**config.mk**
```make
export PLATFORM = sky130hd
export DESIGN_NAME = fsp_sequencer
export DESIGN_NICKNAME = d
export VERILOG_FILES = /design/src/fsp_pkg.sv /design/src/fsp_section_decode.sv /design/src/fsp_prog_timer.sv /design/src/fsp_sequencer.sv
export SDC_FILE = /design/constraint.sdc
export NUM_CORES = 1
export LEC_CHECK = 0
export BUFFER_PORTS_ARGS = -buffer_cell sky130_fd_sc_hd__buf_2
export CORE_MARGIN = 1
export CORE_UTILIZATION = 52
export CTS_CLUSTER_DIAMETER = 200
export DETAILED_ROUTE_END_ITERATION = 8
export PLACE_DENSITY = 0.79
export SKIP_LAST_GASP = 1
export SLEW_MARGIN = 0
export SYNTH_ARGS = -nofsm -noshare
export SYNTH_HDL_FRONTEND = slang
export SYNTH_SLANG_ARGS = --single-unit
export TNS_END_PERCENT = 1
```
**constraint.sdc**
```tcl
create_clock -name clock -period 2.6 [get_ports clock]
set_input_delay 0.26 -clock clock [delete_from_list [all_inputs] [get_ports clock]]
set_output_delay 0.26 -clock clock [all_outputs]
set_load 0.02 [all_outputs]
```
**src/fsp_pkg.sv**
```systemverilog
// shared constants and types for the flash self-programming section control
package fsp_pkg;
    localparam int unsigned ADDR_W           = 13;            // word address, 8k words
    localparam logic [12:0] HALT_BASE        = 13'h1c00;      // fixed concurrent/halting split
    localparam logic [12:0] BOOT_BASE_SZ0    = 13'h1c00;      // boot size fuses = 2'b00
    localparam logic [12:0] BOOT_BASE_SZ1    = 13'h1e00;
    localparam logic [12:0] BOOT_BASE_SZ2    = 13'h1f00;
    localparam logic [12:0] BOOT_BASE_SZ3    = 13'h1f80;
    localparam int unsigned PROG_TIME_US     = 4000;          // page erase/write time, plain default
    localparam int unsigned CLK_MHZ          = 20;
    localparam int unsigned PROG_CYCLES      = PROG_TIME_US * CLK_MHZ;
    localparam logic [2:0]  OFS_CTRL         = 3'h0;          // control / status
    localparam logic [2:0]  OFS_IRQ_STAT     = 3'h1;
    localparam logic [2:0]  OFS_IRQ_MASK     = 3'h2;
    localparam logic [2:0]  OFS_ADDR_LO      = 3'h3;          // last target, low byte
    localparam logic [2:0]  OFS_ADDR_HI      = 3'h4;
    localparam int unsigned CTRL_BUSY_BIT    = 6;
    localparam int unsigned CTRL_CLR_BIT     = 4;
    localparam int unsigned CTRL_RUN_BIT     = 0;
    localparam int unsigned IRQ_DONE_BIT     = 0;
    localparam int unsigned IRQ_REFUSE_BIT   = 1;
    localparam logic [1:0]  IRQ_RESET        = 2'h0;
    localparam logic [7:0]  RDATA_RESET      = 8'h00;

    typedef enum logic [1:0] {
        FSP_OP_ERASE,
        FSP_OP_WRITE,
        FSP_OP_LOAD,
        FSP_OP_NONE
    } fsp_op_type;

    typedef struct packed {
        logic       valid;
        fsp_op_type op;
        logic [12:0] z_addr;
        logic [12:0] pc;
    } fsp_req_type;

    typedef struct packed {
        logic [2:0] addr;
        logic [7:0] wdata;
        logic       wr;
        logic       rd;
    } fsp_bus_type;
endpackage : fsp_pkg

```
**src/fsp_section_decode.sv**
```systemverilog
// address-to-section decode for boot/application and halting/concurrent split
`timescale 1ns/1ps
`default_nettype none
module fsp_section_decode (
    input  wire logic [12:0] addr,          // word address
    input  wire logic [1:0]  boot_size,     // boot size fuses
    output logic             in_boot,       // address inside boot section
    output logic             in_halting     // address inside halting section
);
    import fsp_pkg::*;

    function automatic logic [12:0] boot_base(input logic [1:0] sz);
        case (sz)
            2'h0:    boot_base = BOOT_BASE_SZ0;
            2'h1:    boot_base = BOOT_BASE_SZ1;
            2'h2:    boot_base = BOOT_BASE_SZ2;
            default: boot_base = BOOT_BASE_SZ3;
        endcase
    endfunction

    // every boot base sits at or above the halting base, so boot is always halting
    assign in_boot    = (addr >= boot_base(boot_size)); // [RULE4] [RULE12]
    assign in_halting = (addr >= HALT_BASE);            // [RULE6]
endmodule // fsp_section_decode
`default_nettype wire

```
**src/fsp_prog_timer.sv**
```systemverilog
// programming duration counter
`timescale 1ns/1ps
`default_nettype none
module fsp_prog_timer #(
    parameter int unsigned CYCLES = fsp_pkg::PROG_CYCLES    // erase/write length
) (
    input  wire logic clock,     // core clock
    input  wire logic rst_b,     // async reset, active low
    input  wire logic start,     // one-cycle start pulse
    output logic      running,   // operation in progress
    output logic      done       // one-cycle end pulse
);
    import fsp_pkg::*;
    logic [31:0] count_reg;

    always_ff @(posedge clock or negedge rst_b) begin
        if (!rst_b) begin
            count_reg <= 32'h0;
            running   <= 1'b0;
            done      <= 1'b0;
        end else begin
            done <= 1'b0;
            if (start && !running) begin
                count_reg <= CYCLES[31:0];
                running   <= 1'b1;
            end else if (running) begin
                if (count_reg <= 32'h1) begin
                    running <= 1'b0;
                    done    <= 1'b1;
                end
                count_reg <= count_reg - 32'h1;
            end
        end
    end
endmodule // fsp_prog_timer
`default_nettype wire

```
**src/fsp_sequencer.sv**
```systemverilog
// section and access control for flash self-programming
// Operation
// [RULE1] program store only from boot section
// [RULE2] permitted store may target any page
// [RULE3] boot code may rewrite boot section
// [RULE4] fuses set boot/application split
// [RULE5] separate lock bits per section
// [RULE6] fixed concurrent/halting split by address
// [RULE7] stall decision from z pointer target
// [RULE8] concurrent target: core runs, halting readable
// [RULE9] halting target: core stalled throughout
// [RULE10] concurrent section unreadable while programming
// [RULE11] software avoids concurrent section while programming
// [RULE12] boot section always inside halting section
// [RULE13] busy flag high while concurrent blocked
// [RULE14] software clears busy before concurrent reads
// [RULE15] erase/write to concurrent sets busy
// [RULE16] busy clears by strobe or load
// [RULE17] application store is a no-operation
`timescale 1ns/1ps
`default_nettype none
module fsp_sequencer #(
    parameter int unsigned PROG_CYCLES_P = fsp_pkg::PROG_CYCLES  // shorten for simulation
) (
    input  wire logic                 clock,         // core clock, 20 MHz
    input  wire logic                 rst_b,         // async reset, active low
    input  wire fsp_pkg::fsp_req_type req,           // store-program request from core
    input  wire logic [1:0]           boot_size_fuses, // boot size fuses
    input  wire logic [1:0]           app_lock,      // application lock bits, 0 = programmed
    input  wire logic [1:0]           boot_lock,     // boot lock bits, 0 = programmed
    input  wire logic [12:0]          fetch_addr,    // core fetch/read address
    input  wire fsp_pkg::fsp_bus_type bus,           // register port
    output logic [7:0]                rdata,         // read data, cycle after read
    output logic                      core_stall,    // hold core pipeline
    output logic                      read_block,    // previous cycle's fetch address blocked
    output logic                      flash_erase,   // erase strobe to array
    output logic                      flash_write,   // write strobe to array
    output logic                      flash_load,    // page buffer load strobe
    output logic [12:0]               flash_addr,    // page target
    output logic                      irq            // level interrupt
);
    import fsp_pkg::*;

    logic        z_boot, z_halt, pc_boot, f_halt;
    logic        run_en_reg;
    logic        busy_reg;
    logic        halt_op_reg;
    logic [1:0]  irq_stat_reg;
    logic [1:0]  irq_mask_reg;
    logic [12:0] last_addr_reg;
    logic        tmr_running, tmr_done;
    logic        prog_req, allowed, locked, start_prog, refused, clr_wr;

    fsp_section_decode u_dec_z (
        .addr       (req.z_addr),
        .boot_size  (boot_size_fuses),
        .in_boot    (z_boot),
        .in_halting (z_halt)
    );
    fsp_section_decode u_dec_pc (
        .addr       (req.pc),
        .boot_size  (boot_size_fuses),
        .in_boot    (pc_boot),
        .in_halting ()
    );
    fsp_section_decode u_dec_f (
        .addr       (fetch_addr),
        .boot_size  (boot_size_fuses),
        .in_boot    (),
        .in_halting (f_halt)
    );

    fsp_prog_timer #(.CYCLES(PROG_CYCLES_P)) u_tmr (
        .clock   (clock),
        .rst_b   (rst_b),
        .start   (start_prog),
        .running (tmr_running),
        .done    (tmr_done)
    );

    // mode 2 and 3 both have bit 0 programmed: writes barred to that section
    assign locked     = z_boot ? !boot_lock[0] : !app_lock[0];            // [RULE5]
    assign prog_req   = req.valid && (req.op == FSP_OP_ERASE || req.op == FSP_OP_WRITE);
    // any page, boot included, provided the caller runs from boot
    assign allowed    = pc_boot && run_en_reg && !locked && !tmr_running; // [RULE1] [RULE2] [RULE3]
    assign start_prog = prog_req && allowed;
    assign refused    = prog_req && !allowed;                             // [RULE17]
    assign clr_wr     = bus.wr && bus.addr == OFS_CTRL && bus.wdata[CTRL_CLR_BIT];

    // array strobes and target
    always_ff @(posedge clock or negedge rst_b) begin
        if (!rst_b) begin
            flash_erase   <= 1'b0;
            flash_write   <= 1'b0;
            flash_load    <= 1'b0;
            flash_addr    <= 13'h0;
            last_addr_reg <= 13'h0;
        end else begin
            flash_erase <= start_prog && req.op == FSP_OP_ERASE;
            flash_write <= start_prog && req.op == FSP_OP_WRITE;
            flash_load  <= req.valid && req.op == FSP_OP_LOAD && pc_boot && !tmr_running;
            if (start_prog) begin
                flash_addr    <= req.z_addr;
                last_addr_reg <= req.z_addr;
            end
        end
    end

    // which split the running operation targets
    always_ff @(posedge clock or negedge rst_b) begin
        if (!rst_b) begin
            halt_op_reg <= 1'b0;
        end else if (start_prog) begin
            halt_op_reg <= z_halt;                                         // [RULE7]
        end
    end

    // busy flag: set by concurrent-section op, cleared by strobe after done or load
    always_ff @(posedge clock or negedge rst_b) begin
        if (!rst_b) begin
            busy_reg <= 1'b0;
        end else if (start_prog && !z_halt) begin
            busy_reg <= 1'b1;                                              // [RULE15]
        end else if (req.valid && req.op == FSP_OP_LOAD && pc_boot && !tmr_running) begin
            busy_reg <= 1'b0;                                              // [RULE16]
        end else if (clr_wr && !tmr_running) begin
            busy_reg <= 1'b0;                                              // [RULE16] [RULE14]
        end
    end

    // stall and read blocking; registered, so they lag the target by one cycle
    always_ff @(posedge clock or negedge rst_b) begin
        if (!rst_b) begin
            core_stall <= 1'b0;
            read_block <= 1'b0;
        end else begin
            // a halting-section op stalls from start until the timer ends
            core_stall <= (start_prog && z_halt) ||
                          (tmr_running && halt_op_reg && !tmr_done);      // [RULE9] [RULE8]
            // concurrent section closed while busy; halting stays open
            read_block <= (busy_reg || (start_prog && !z_halt)) && !f_halt; // [RULE10] [RULE13] [RULE11]
        end
    end

    // control enable, interrupt status and mask
    always_ff @(posedge clock or negedge rst_b) begin
        if (!rst_b) begin
            run_en_reg   <= 1'b0;
            irq_mask_reg <= IRQ_RESET;
        end else if (bus.wr) begin
            if (bus.addr == OFS_CTRL)
                run_en_reg <= bus.wdata[CTRL_RUN_BIT];
            if (bus.addr == OFS_IRQ_MASK)
                irq_mask_reg <= bus.wdata[1:0];
        end
    end

    always_ff @(posedge clock or negedge rst_b) begin
        if (!rst_b) begin
            irq_stat_reg <= IRQ_RESET;
        end else begin
            // set wins over a write-one clear in the same cycle
            irq_stat_reg[IRQ_DONE_BIT] <= tmr_done ||
                (irq_stat_reg[IRQ_DONE_BIT] &&
                 !(bus.wr && bus.addr == OFS_IRQ_STAT && bus.wdata[IRQ_DONE_BIT]));
            irq_stat_reg[IRQ_REFUSE_BIT] <= refused ||
                (irq_stat_reg[IRQ_REFUSE_BIT] &&
                 !(bus.wr && bus.addr == OFS_IRQ_STAT && bus.wdata[IRQ_REFUSE_BIT]));
        end
    end

    always_ff @(posedge clock or negedge rst_b) begin
        if (!rst_b)
            irq <= 1'b0;
        else
            irq <= |(irq_stat_reg & irq_mask_reg);
    end

    // read port; data stands only in the cycle after the strobe
    always_ff @(posedge clock or negedge rst_b) begin
        if (!rst_b) begin
            rdata <= RDATA_RESET;
        end else if (bus.rd) begin
            case (bus.addr)
                OFS_CTRL:     rdata <= {1'b0, busy_reg, 5'h0, run_en_reg}; // [RULE13]
                OFS_IRQ_STAT: rdata <= {6'h0, irq_stat_reg};
                OFS_IRQ_MASK: rdata <= {6'h0, irq_mask_reg};
                OFS_ADDR_LO:  rdata <= last_addr_reg[7:0];
                OFS_ADDR_HI:  rdata <= {3'h0, last_addr_reg[12:8]};
                default:      rdata <= RDATA_RESET;
            endcase
        end else begin
            rdata <= RDATA_RESET;
        end
    end
endmodule // fsp_sequencer
`default_nettype wire

```
### After elaboration in Yosys (flattened, before gate mapping)

Index checks and enable logic that the tools add are counted.
Widths: inputs -> output; s select.

* flip-flop bits (word level): 68
* latch bits: 0
* RAM bits: 0
* bits in read-only memories: 0
* bits of input ports: 63
* output and inout bits: 27
* word-level logic and storage cells: 94
* memories kept: 0

* $add $sub $neg: 1
* multiply operators: 0
* divide/modulo/power cells: 0
* order comparisons: 5
* eq/ne operators: 8
* shift operators: 0
* mux-type cells: 15
* bitwise gates (word level): 1
* reduce and logical (&&, ||, !) cells: 48

Operator list (number)
* $mux 32: 2
* $pmux 8 s5: 1
* $le 32x1->1 const B: 1
* $sub 32x1->32 const B: 1
* $pmux 10 s3: 1
* $ge 13x13->1: 2
* $ge 13x13->1 const B: 2
* $logic_and 1x1->1: 25
* $logic_not 1->1: 10
* $mux 1: 10
* $mux 8: 1
* $eq 3x2->1 const B: 2
* $logic_or 1x1->1: 5
* $eq 2x1->1 const B: 2
* $eq 2x2->1 const B: 2
* $logic_not 2->1: 2
* $reduce_and 2->1: 2
* $eq 3x1->1 const B: 1
* $eq 3x3->1 const B: 1
* $logic_not 3->1: 1
* $reduce_bool 3->1: 1
* $and 2x2->2: 1
* $reduce_bool 2->1: 1
* $reduce_or 2->1: 1

### Logic depth before layout (Yosys ltp)

Gate-level depths: netlist of the first run.

* depth after elaboration: 11
* mapped depth: 9

### Hierarchy

From an unflattened synthesis of the first run, not the netlist that was laid out.

* cell total of the unflattened synthesis: 331
* area, all modules: 3673.5 µm²

By module, submodules not included
* fsp_prog_timer: instances 1, cells each 180, area an instance 1866.8 µm², seq. area each 850.8 µm²
* fsp_sequencer: instances 1, cells each 103, area an instance 1472.7 µm², seq. area each 850.8 µm²
* fsp_section_decode: instances 3, cells each 16, area an instance 111.4 µm², seq. area each 0.0 µm²

### Worst setup path after synthesis of the first run

No wires, ideal clock.

* path kind: input to register
* start: in boot_size_fuses[0]
* end: reg last_addr_reg[10]
* setup time: 0.125 ns
* arrival: 2.120 ns
* data required time: 2.475 ns
* slack: 0.355 ns
* cell stages on the path: 9
* path buffers: 2
* cells stage by stage: and2_1 > ha_1 > nor4b_1 > and4_1 > o211ai_1 > a211o_1 > buf_2 > buf_2 > mux2_2

* cells in the longest elaborated chain, start to end: 8
* elaborated cells on any way between the ends: 12
* classes of those cells: order compare (2); eq/ne (2); mux (2); reduce/logical (6)

Ends and longest elaborated chain
* start: declaration: line fsp_sequencer.sv:28 `input wire logic [1:0] boot_size_fuses,`
* $eq 2x2->1, or another cell as far along
* $pmux 10 s3 (*): line fsp_section_decode.sv:13 `case (sz)`
* $ge 13x13->1: line fsp_section_decode.sv:22 `assign in_boot = (addr >= boot_base(boot_size));`
* $mux 1: line fsp_sequencer.sv:82 `assign locked = z_boot ? !boot_lock[0] : !app_lock[0];`
* $logic_not 1->1: line fsp_sequencer.sv:85 `assign allowed = pc_boot && run_en_reg && !locked && !tmr_running;`
* $logic_and 1x1->1 (*) (2 in a row): line fsp_sequencer.sv:85
* $logic_and 1x1->1 (*): line fsp_sequencer.sv:86 `assign start_prog = prog_req && allowed;`
* end signal: assignment: line fsp_sequencer.sv:104 `last_addr_reg <= req.z_addr;`
* end: declaration: line fsp_sequencer.sv:50 `logic [12:0] last_addr_reg;`

Mark *: on every way between the ends. The rest lies on a longest branch, timed or not.
A chain may end at the register's enable or synchronous reset.

### Final worst setup path of the first run

* start: reg u_tmr.count_reg[8]
* end: reg u_tmr.count_reg[16]

* cells in the longest elaborated chain, start to end: 3

Ends and longest elaborated chain
* start: declaration: line fsp_prog_timer.sv:14 `logic [31:0] count_reg;`
* start signal: assignment: line fsp_prog_timer.sv:24 `count_reg <= CYCLES[31:0];`
* start signal: assignment: line fsp_prog_timer.sv:31 `count_reg <= count_reg - 32'h1;`
* $sub 32x1->32: line fsp_prog_timer.sv:31
* $mux 32: line fsp_prog_timer.sv:26 `end else if (running) begin`
* $mux 32: line fsp_prog_timer.sv:23 `if (start && !running) begin`

No other way between the ends. The select of a mux whose other input is x is not followed.

==> results of run 1 <==
-- through the flow --
stage,instances,hold WS (ns),total power [uW],setup slack [ns]
after floorplan,315,-0.0356,1170,0.355
after global placement,459,0.363,1250,0.284
after detailed placement,459,0.367,1250,0.258
after CTS,474,0.0933,2040,0.375
after global routing,474,0.0888,2110,0.257
final,474,0.102,2030,0.349
-- logic make-up after synthesis --
kind of cell	count (synthesis)
muxes	19
xor gates and xnor gates	28
and+or+nand+nor	141
adders and majority gates	8
buffers and inverters	19
DFF	68
AOI/OAI and AO/OA	32
-- worst paths after layout --
path,from,end,slack (ns),cells after the start
worst max-delay path,u_tmr.count_reg[8],u_tmr.count_reg[16],0.35,6
worst min-delay path,req[26],flash_erase,0.10,2
worst max register to register,u_tmr.count_reg[8],u_tmr.count_reg[16],0.35,6
worst min register to register,u_tmr.done,irq_stat_reg[0],0.48,1
max in group asynchronous,rst_b,u_tmr.count_reg[7],1.45,3
min in group asynchronous,rst_b,last_addr_reg[11],0.51,2
-- Yosys cell counts, drive strengths merged, types with 3 or more instances --
cell	instances
nand4b	3
nor4	10
dfrtp	68
or4	4
mux2	18
xor2	12
a211oi	3
nand4	6
nand2	24
nor3	9
and3	5
a21oi	8
a32oi	3
clkbuf	6
o21ai	6
xnor2	16
buf	6
and2	4
nor2b	5
nor4b	3
inv	7
nand3b	3
nor4bb	3
or3	5
nor2	42
a21o	3
ha	8
nand3	8
-- routing by layer --
layer,track usage,vias up,part of all wire
li1,-,1271,-
met1,0.299,1274,0.46
met2,0.384,63,0.48
met3,0.0689,14,0.044
met4,0.102,0,0.023
met5,0,-,0
-- critical path: stages, from the launching register on --
cell	delay [ns]
dfrtp_1	0.42
or4_1	0.54
nor3_1	0.43
buf_4	0.23
nor4bb_1	0.29
xnor2_1	0.17
nand2_1	0.06
-- final cells by class --
class                   count  area [sq um]  share of cell area
flip-flops and latches     68          1700               0.424
multi-input cells         228          1550               0.387
repair buffers             82           463               0.115
clock buffers              11           131              0.0328
well taps                  75          93.8              0.0234
clock inverters             3          40.0             0.00999
inverters                   7          26.3             0.00655
-- repair_timing --
action / in CTS / in global routing
gates resized for setup: 0 / 0
hold buffers: 1 / 0
hold endpoints to repair: 2 / 0
-- power groups by stage --
stage          logic [uW]  clock network [uW]  registers (uW)
2_1_floorplan        58.5                   0            1110
3_3_place_gp          144                   0            1100
3_5_place_dp          148                   0            1100
4_1_cts               150                 810            1080
5_1_grt               166                 857            1090
6_report              147                 801            1080
==> impl_metrics.py, run 1 <==
metrics = {
    "drt": {
        "drc": 0,
        "routed_wl_um": 7010,
        "drt-initial-drc-count": 97,
        "via_per_inst": 5.53,
        "drt_first_pass_iters": 6,
        "ant_nets": 0,
        "wire_per_inst_um": 14.8,
        "num_vias": 2622,
    },
    "pwr": {
        "netSwitchingPower_uw": 461,
        "p_seq_frac": 0.534,
        "p_sw_frac": 0.227,
        "p_per_area_mw_per_mm2": 507,
        "leakagePower_uw": 0.00179,
        "p_int_uw": 1570,
        "peakVddDrop_mv": 0.347,
        "power_frac_comb": 0.072,
        "power.clock.fraction": 0.394,
    },
    "floorplan": {
        "dieArea_sq_mm": 0.00672,
        "die_w_um": 82,
        "start_util": 0.549,
        "die_h_um": 82,
        "coreArea_sq_mm": 0.00606,
        "io_pins": 90,
        "row_count": 28,
    },
    "logic_synthesis": {
        "async_flop_share": 1.00,
        "synth_area_leaders": "dfrtp_1 51%, mux2_2 6.1%, nor2_1 4.6%",
        "synth_top_area_frac": 0.511,
        "netlist_area_sq_mm": 0.00333,
        "ys_seq_area_frac": 0.511,
        "synth_nets": 386,
        "ys.flop_type": "dfrtp_1",
        "synth_cell_types": 46,
        "syn_inst": 315,
        "synth-compound-area-share": 0.0643,
        "synth-adder-area-share": 0.0301,
        "netlist.top_cell.by_area": "dfrtp_1",
        "synth_seq_cells": 68,
        "yosysWarnings": 0,
        "synth_xor_area_frac": 0.0737,
        "syn_area_per_cell_sq_um": 10.6,
        "synth_edf_count": 0,
        "synth_top_family_by_area": "simple AND/OR/NAND/NOR gates",
        "synth_mux_area_frac": 0.0677,
        "synth_simple_gate_area_frac": 0.229,
    },
    "global_route": {
        "grt.total_usage": 0.239,
        "grt_max_degree": 38,
        "grt_pass1_vias": 2633,
        "grt_pass1_wl_um": 11900,
        "gr-total-overflow": 0,
        "antenna_found_initial": 0,
    },
    "place": {
        "numPortBuffers": 72,
        "gp_congestion": 0.837,
        "hpwl_um": 5180,
        "placed_area_sq_mm": 0.00383,
    },
    "sta": {
        "hold_violations": 0,
        "finalSetupTns_ns": 0,
        "worst_pin_slew_ns": 0.734,
        "maxSlewViolCount": 0,
        "slew_headroom": 0.511,
        "clock.fmax_mhz": 444,
        "period_share": 0.866,
        "rsz0062_at_grt": "false",
        "setup_viol": 0,
        "fin_skew_ns": 0.0109,
        "fin_crit_ns": 2.25,
    },
    "final_layout": {
        "final_util": 0.661,
        "drive_gt1_frac": 0.296,
        "syn_to_final_growth_pct": 20.5,
        "filler_cell_count": 466,
        "design_area_sq_mm": 0.00401,
        "n_antenna_cell": 0,
        "layout_common_cells": "72 x buf_2, 68 x dfrtp_1, 41 x nor2_1",
        "final_common_cell": "buf_2",
        "largest_reg_flops": 32,
        "finalNetCount": 467,
    },
    "clock_network": {
        "clock_latency_ns": 0.35,
        "root_buffer": "clkbuf_8",
        "cts.htree.levels": 3,
        "cts_tree": "yes",
        "cts_inserted_buffers": 9,
        "clock_sinks": 68,
        "path_clk_slew_ns": 0.07,
        "cts_setup_buffers": 0,
        "cts_buffer_depth": 2,
    },
    "job": {
        "drv_cap": 0,
    },
    "setup_path": {
        "end_kind": "flip-flop",
        "cp-start-kind": "flip-flop",
        "cp.arrival_ns": 2.48,
        "cp.required_ns": 2.83,
        "worstSetupPathType": "flip-flop to flip-flop",
        "crit_fanout": 5,
    },
    "min_path": {
        "hp-class": "input port to flip-flop",
    },
    "run_status": {
        "status": "finished, final reports clean",
    },
}
Note: power is estimated with default switching activity, not from simulation.
==> run 2, diff against run 1 <==
- CORE_UTILIZATION: 52 -> 58
- PLACE_DENSITY: 0.79 -> 0.86
- SYNTH_HIERARCHICAL: default -> 1
- clock period: 2.6 -> 2.78 ns (I/O delays scaled with it)
==> impl_metrics.py, run 2 <==
metrics = {
    "run_status": {
        "status": "finished, final reports clean",
    },
    "pwr": {
        "p_total_uw": 2600,
        "p_seq_frac": 0.493,
        "leakagePower_uw": 0.00207,
        "p_sw_frac": 0.301,
        "p_int_uw": 1820,
        "netSwitchingPower_uw": 781,
        "peakVddDrop_mv": 0.345,
        "p_per_area_mw_per_mm2": 616,
        "power.clock.fraction": 0.334,
        "power_frac_comb": 0.173,
    },
    "final_layout": {
        "final_cell_count_no_fill": 471,
        "n_antenna_cell": 0,
        "seq_area_sq_mm": 0.00170,
        "final_util": 0.712,
        "drive_gt1_frac": 0.341,
        "final_common_cell": "buf_2",
        "filler_cell_count": 434,
        "largest_reg_flops": 32,
        "finalNetCount": 463,
        "layout_common_cells": "72 x buf_2, 68 x dfrtp_1, 22 x nor2_1",
        "design_area_sq_mm": 0.00421,
        "syn_to_final_growth_pct": 18.1,
        "multi_input_area_sq_mm": 0.00173,
    },
    "place": {
        "post-place-cells": 455,
        "numPortBuffers": 72,
        "placed_area_sq_mm": 0.00399,
        "gp_congestion": 0.805,
        "hpwl_um": 5820,
    },
    "clock_network": {
        "clock_sinks": 68,
        "path_clk_slew_ns": 0.07,
        "cts.htree.levels": 3,
        "root_buffer": "clkbuf_8",
        "cts_tree": "yes",
        "cts_buffer_depth": 2,
        "cts_inserted_buffers": 9,
        "clock_latency_ns": 0.35,
        "cts_setup_buffers": 0,
    },
    "setup_path": {
        "end_kind": "flip-flop",
        "r2r_slack_ns": 0.64,
        "cp.required_ns": 3.02,
        "worstSetupPathType": "input port to flip-flop",
        "path_cells": "buf_2 > inv_1 > ha_1 > nor4b_2 > nand4_1 > a21oi_1 > mux2_4 > nand4_4 > inv_6 > nor2b_1 > a21oi_1 > a21o_1",
        "cpMostUsedCell": "a21oi_1",
        "ff2ff_path_depth": 4,
        "critPathSlowestCell": "nor2b_1",
        "critPathTopFamily": "simple AND/OR/NAND/NOR gates",
        "cp.arrival_ns": 2.55,
        "path_buf_inv": 3,
        "critical-path-max-stage-delay_ns": 0.40,
        "cp-start-kind": "input port",
        "crit_fanout": 7,
        "r2r-start": "u_tmr/count_reg[4]",
        "rr_endpoint": "u_tmr/count_reg[18]",
    },
    "global_route": {
        "grt.total_usage": 0.270,
        "use_met2": 0.458,
        "grt_max_degree": 32,
        "grt_pass1_vias": 2869,
        "grt_use_met1": 0.318,
        "antenna_found_initial": 0,
        "gr-total-overflow": 0,
        "grt.busiest_layer": "met2",
        "grt_pass1_wl_um": 13200,
        "use_met3": 0.0477,
    },
    "sta": {
        "fin_crit_ns": 2.31,
        "rsz0062_at_grt": "false",
        "maxSlewViolCount": 0,
        "clock.fmax_mhz": 433,
        "setup_viol": 0,
        "hold_violations": 0,
        "worst_pin_slew_ns": 0.696,
        "period_share": 0.830,
        "fin_skew_ns": 0.0119,
        "slew_headroom": 0.536,
        "finalSetupTns_ns": 0,
    },
    "drt": {
        "ant_nets": 0,
        "drt_first_pass_iters": 4,
        "drt-initial-drc-count": 154,
        "routed_wl_um": 8190,
        "num_vias": 2905,
        "drc": 0,
        "wire_per_inst_um": 17.4,
        "via_per_inst": 6.17,
    },
    "min_path": {
        "hold_path_depth": 2,
        "holdCritStartpoint": "req[26]",
        "min_to": "flash_erase",
        "hp-class": "input port to flip-flop",
    },
    "floorplan": {
        "die_w_um": 80.4,
        "coreArea_sq_mm": 0.00592,
        "dieArea_sq_mm": 0.00647,
        "die_h_um": 80.4,
        "start_util": 0.603,
        "io_pins": 90,
        "row_count": 28,
    },
    "logic_synthesis": {
        "netlist_area_sq_mm": 0.00357,
        "yosysWarnings": 6,
        "syn_inst": 316,
        "syn_area_per_cell_sq_um": 11.3,
        "synth_nets": 387,
    },
    "job": {
        "drv_cap": 0,
    },
}
==> run 2: metal layers <==
metal | part of all wire | vias up
li1 | - | 1337
met5 | 0 | -
met1 | 0.40 | 1437
met4 | 0.035 | 0
met2 | 0.51 | 100
met3 | 0.049 | 31
==> run 2: area by class of cell <==
type                       instances  share of cell area
timing repair buffer              79               0.102
tap                               75              0.0223
clock buffer                      12              0.0392
clock inverter                     3              0.0107
multi-input combinational        223               0.412
sequential                        68               0.404
inverter                          11              0.0110
==> run 2: timing repair <==
item / 4_1_cts / 5_1_grt
hold endpoints to repair: 29 / 0
hold buffers: 1 / 0
gates resized for setup: 0 / 0
setup endpoints to repair: 0 / 0
==> run 2: power by group through the flow <==
| stage | Clock, uW | Combinational (uW) | Sequential (uW) |
|---|---|---|---|
| 3_5_place_dp | 0 | 447 | 1290 |
| 4_1_cts | 876 | 450 | 1280 |
| 6_report | 867 | 448 | 1280 |
| 3_3_place_gp | 0 | 415 | 1280 |
| 5_1_grt | 914 | 498 | 1300 |
| 2_1_floorplan | 0 | 288 | 1270 |
==> run 2: worst max path at each step <==
stage / startpoint / to / cells past startpoint
2_1_floorplan: boot_size_fuses[1] / u_tmr/count_reg[5] / 14
3_3_place_gp: boot_size_fuses[1] / u_tmr/count_reg[8] / 12
3_5_place_dp: boot_size_fuses[1] / u_tmr/count_reg[16] / 12
4_1_cts: boot_size_fuses[1] / u_tmr/count_reg[16] / 12
5_1_grt: boot_size_fuses[1] / u_tmr/count_reg[8] / 12
6_report: boot_size_fuses[1] / u_tmr/count_reg[8] / 12
==> run 2: worst reg2reg max path, delay by kind of cell, from the launching register on <==
kind	cells	cell delay, ns
DFF	1	0.47
muxes	1	0.19
and+or+nand+nor	3	1.41
==> run 2: metrics by stage <==
stage                     setup WS [ns]  hold WS [ns]
after floorplan                   0.172       -0.0176
after global placement            0.179         0.355
after detailed placement          0.135         0.358
after CTS                         0.529        0.0981
after global routing              0.341         0.118
final                             0.473         0.107
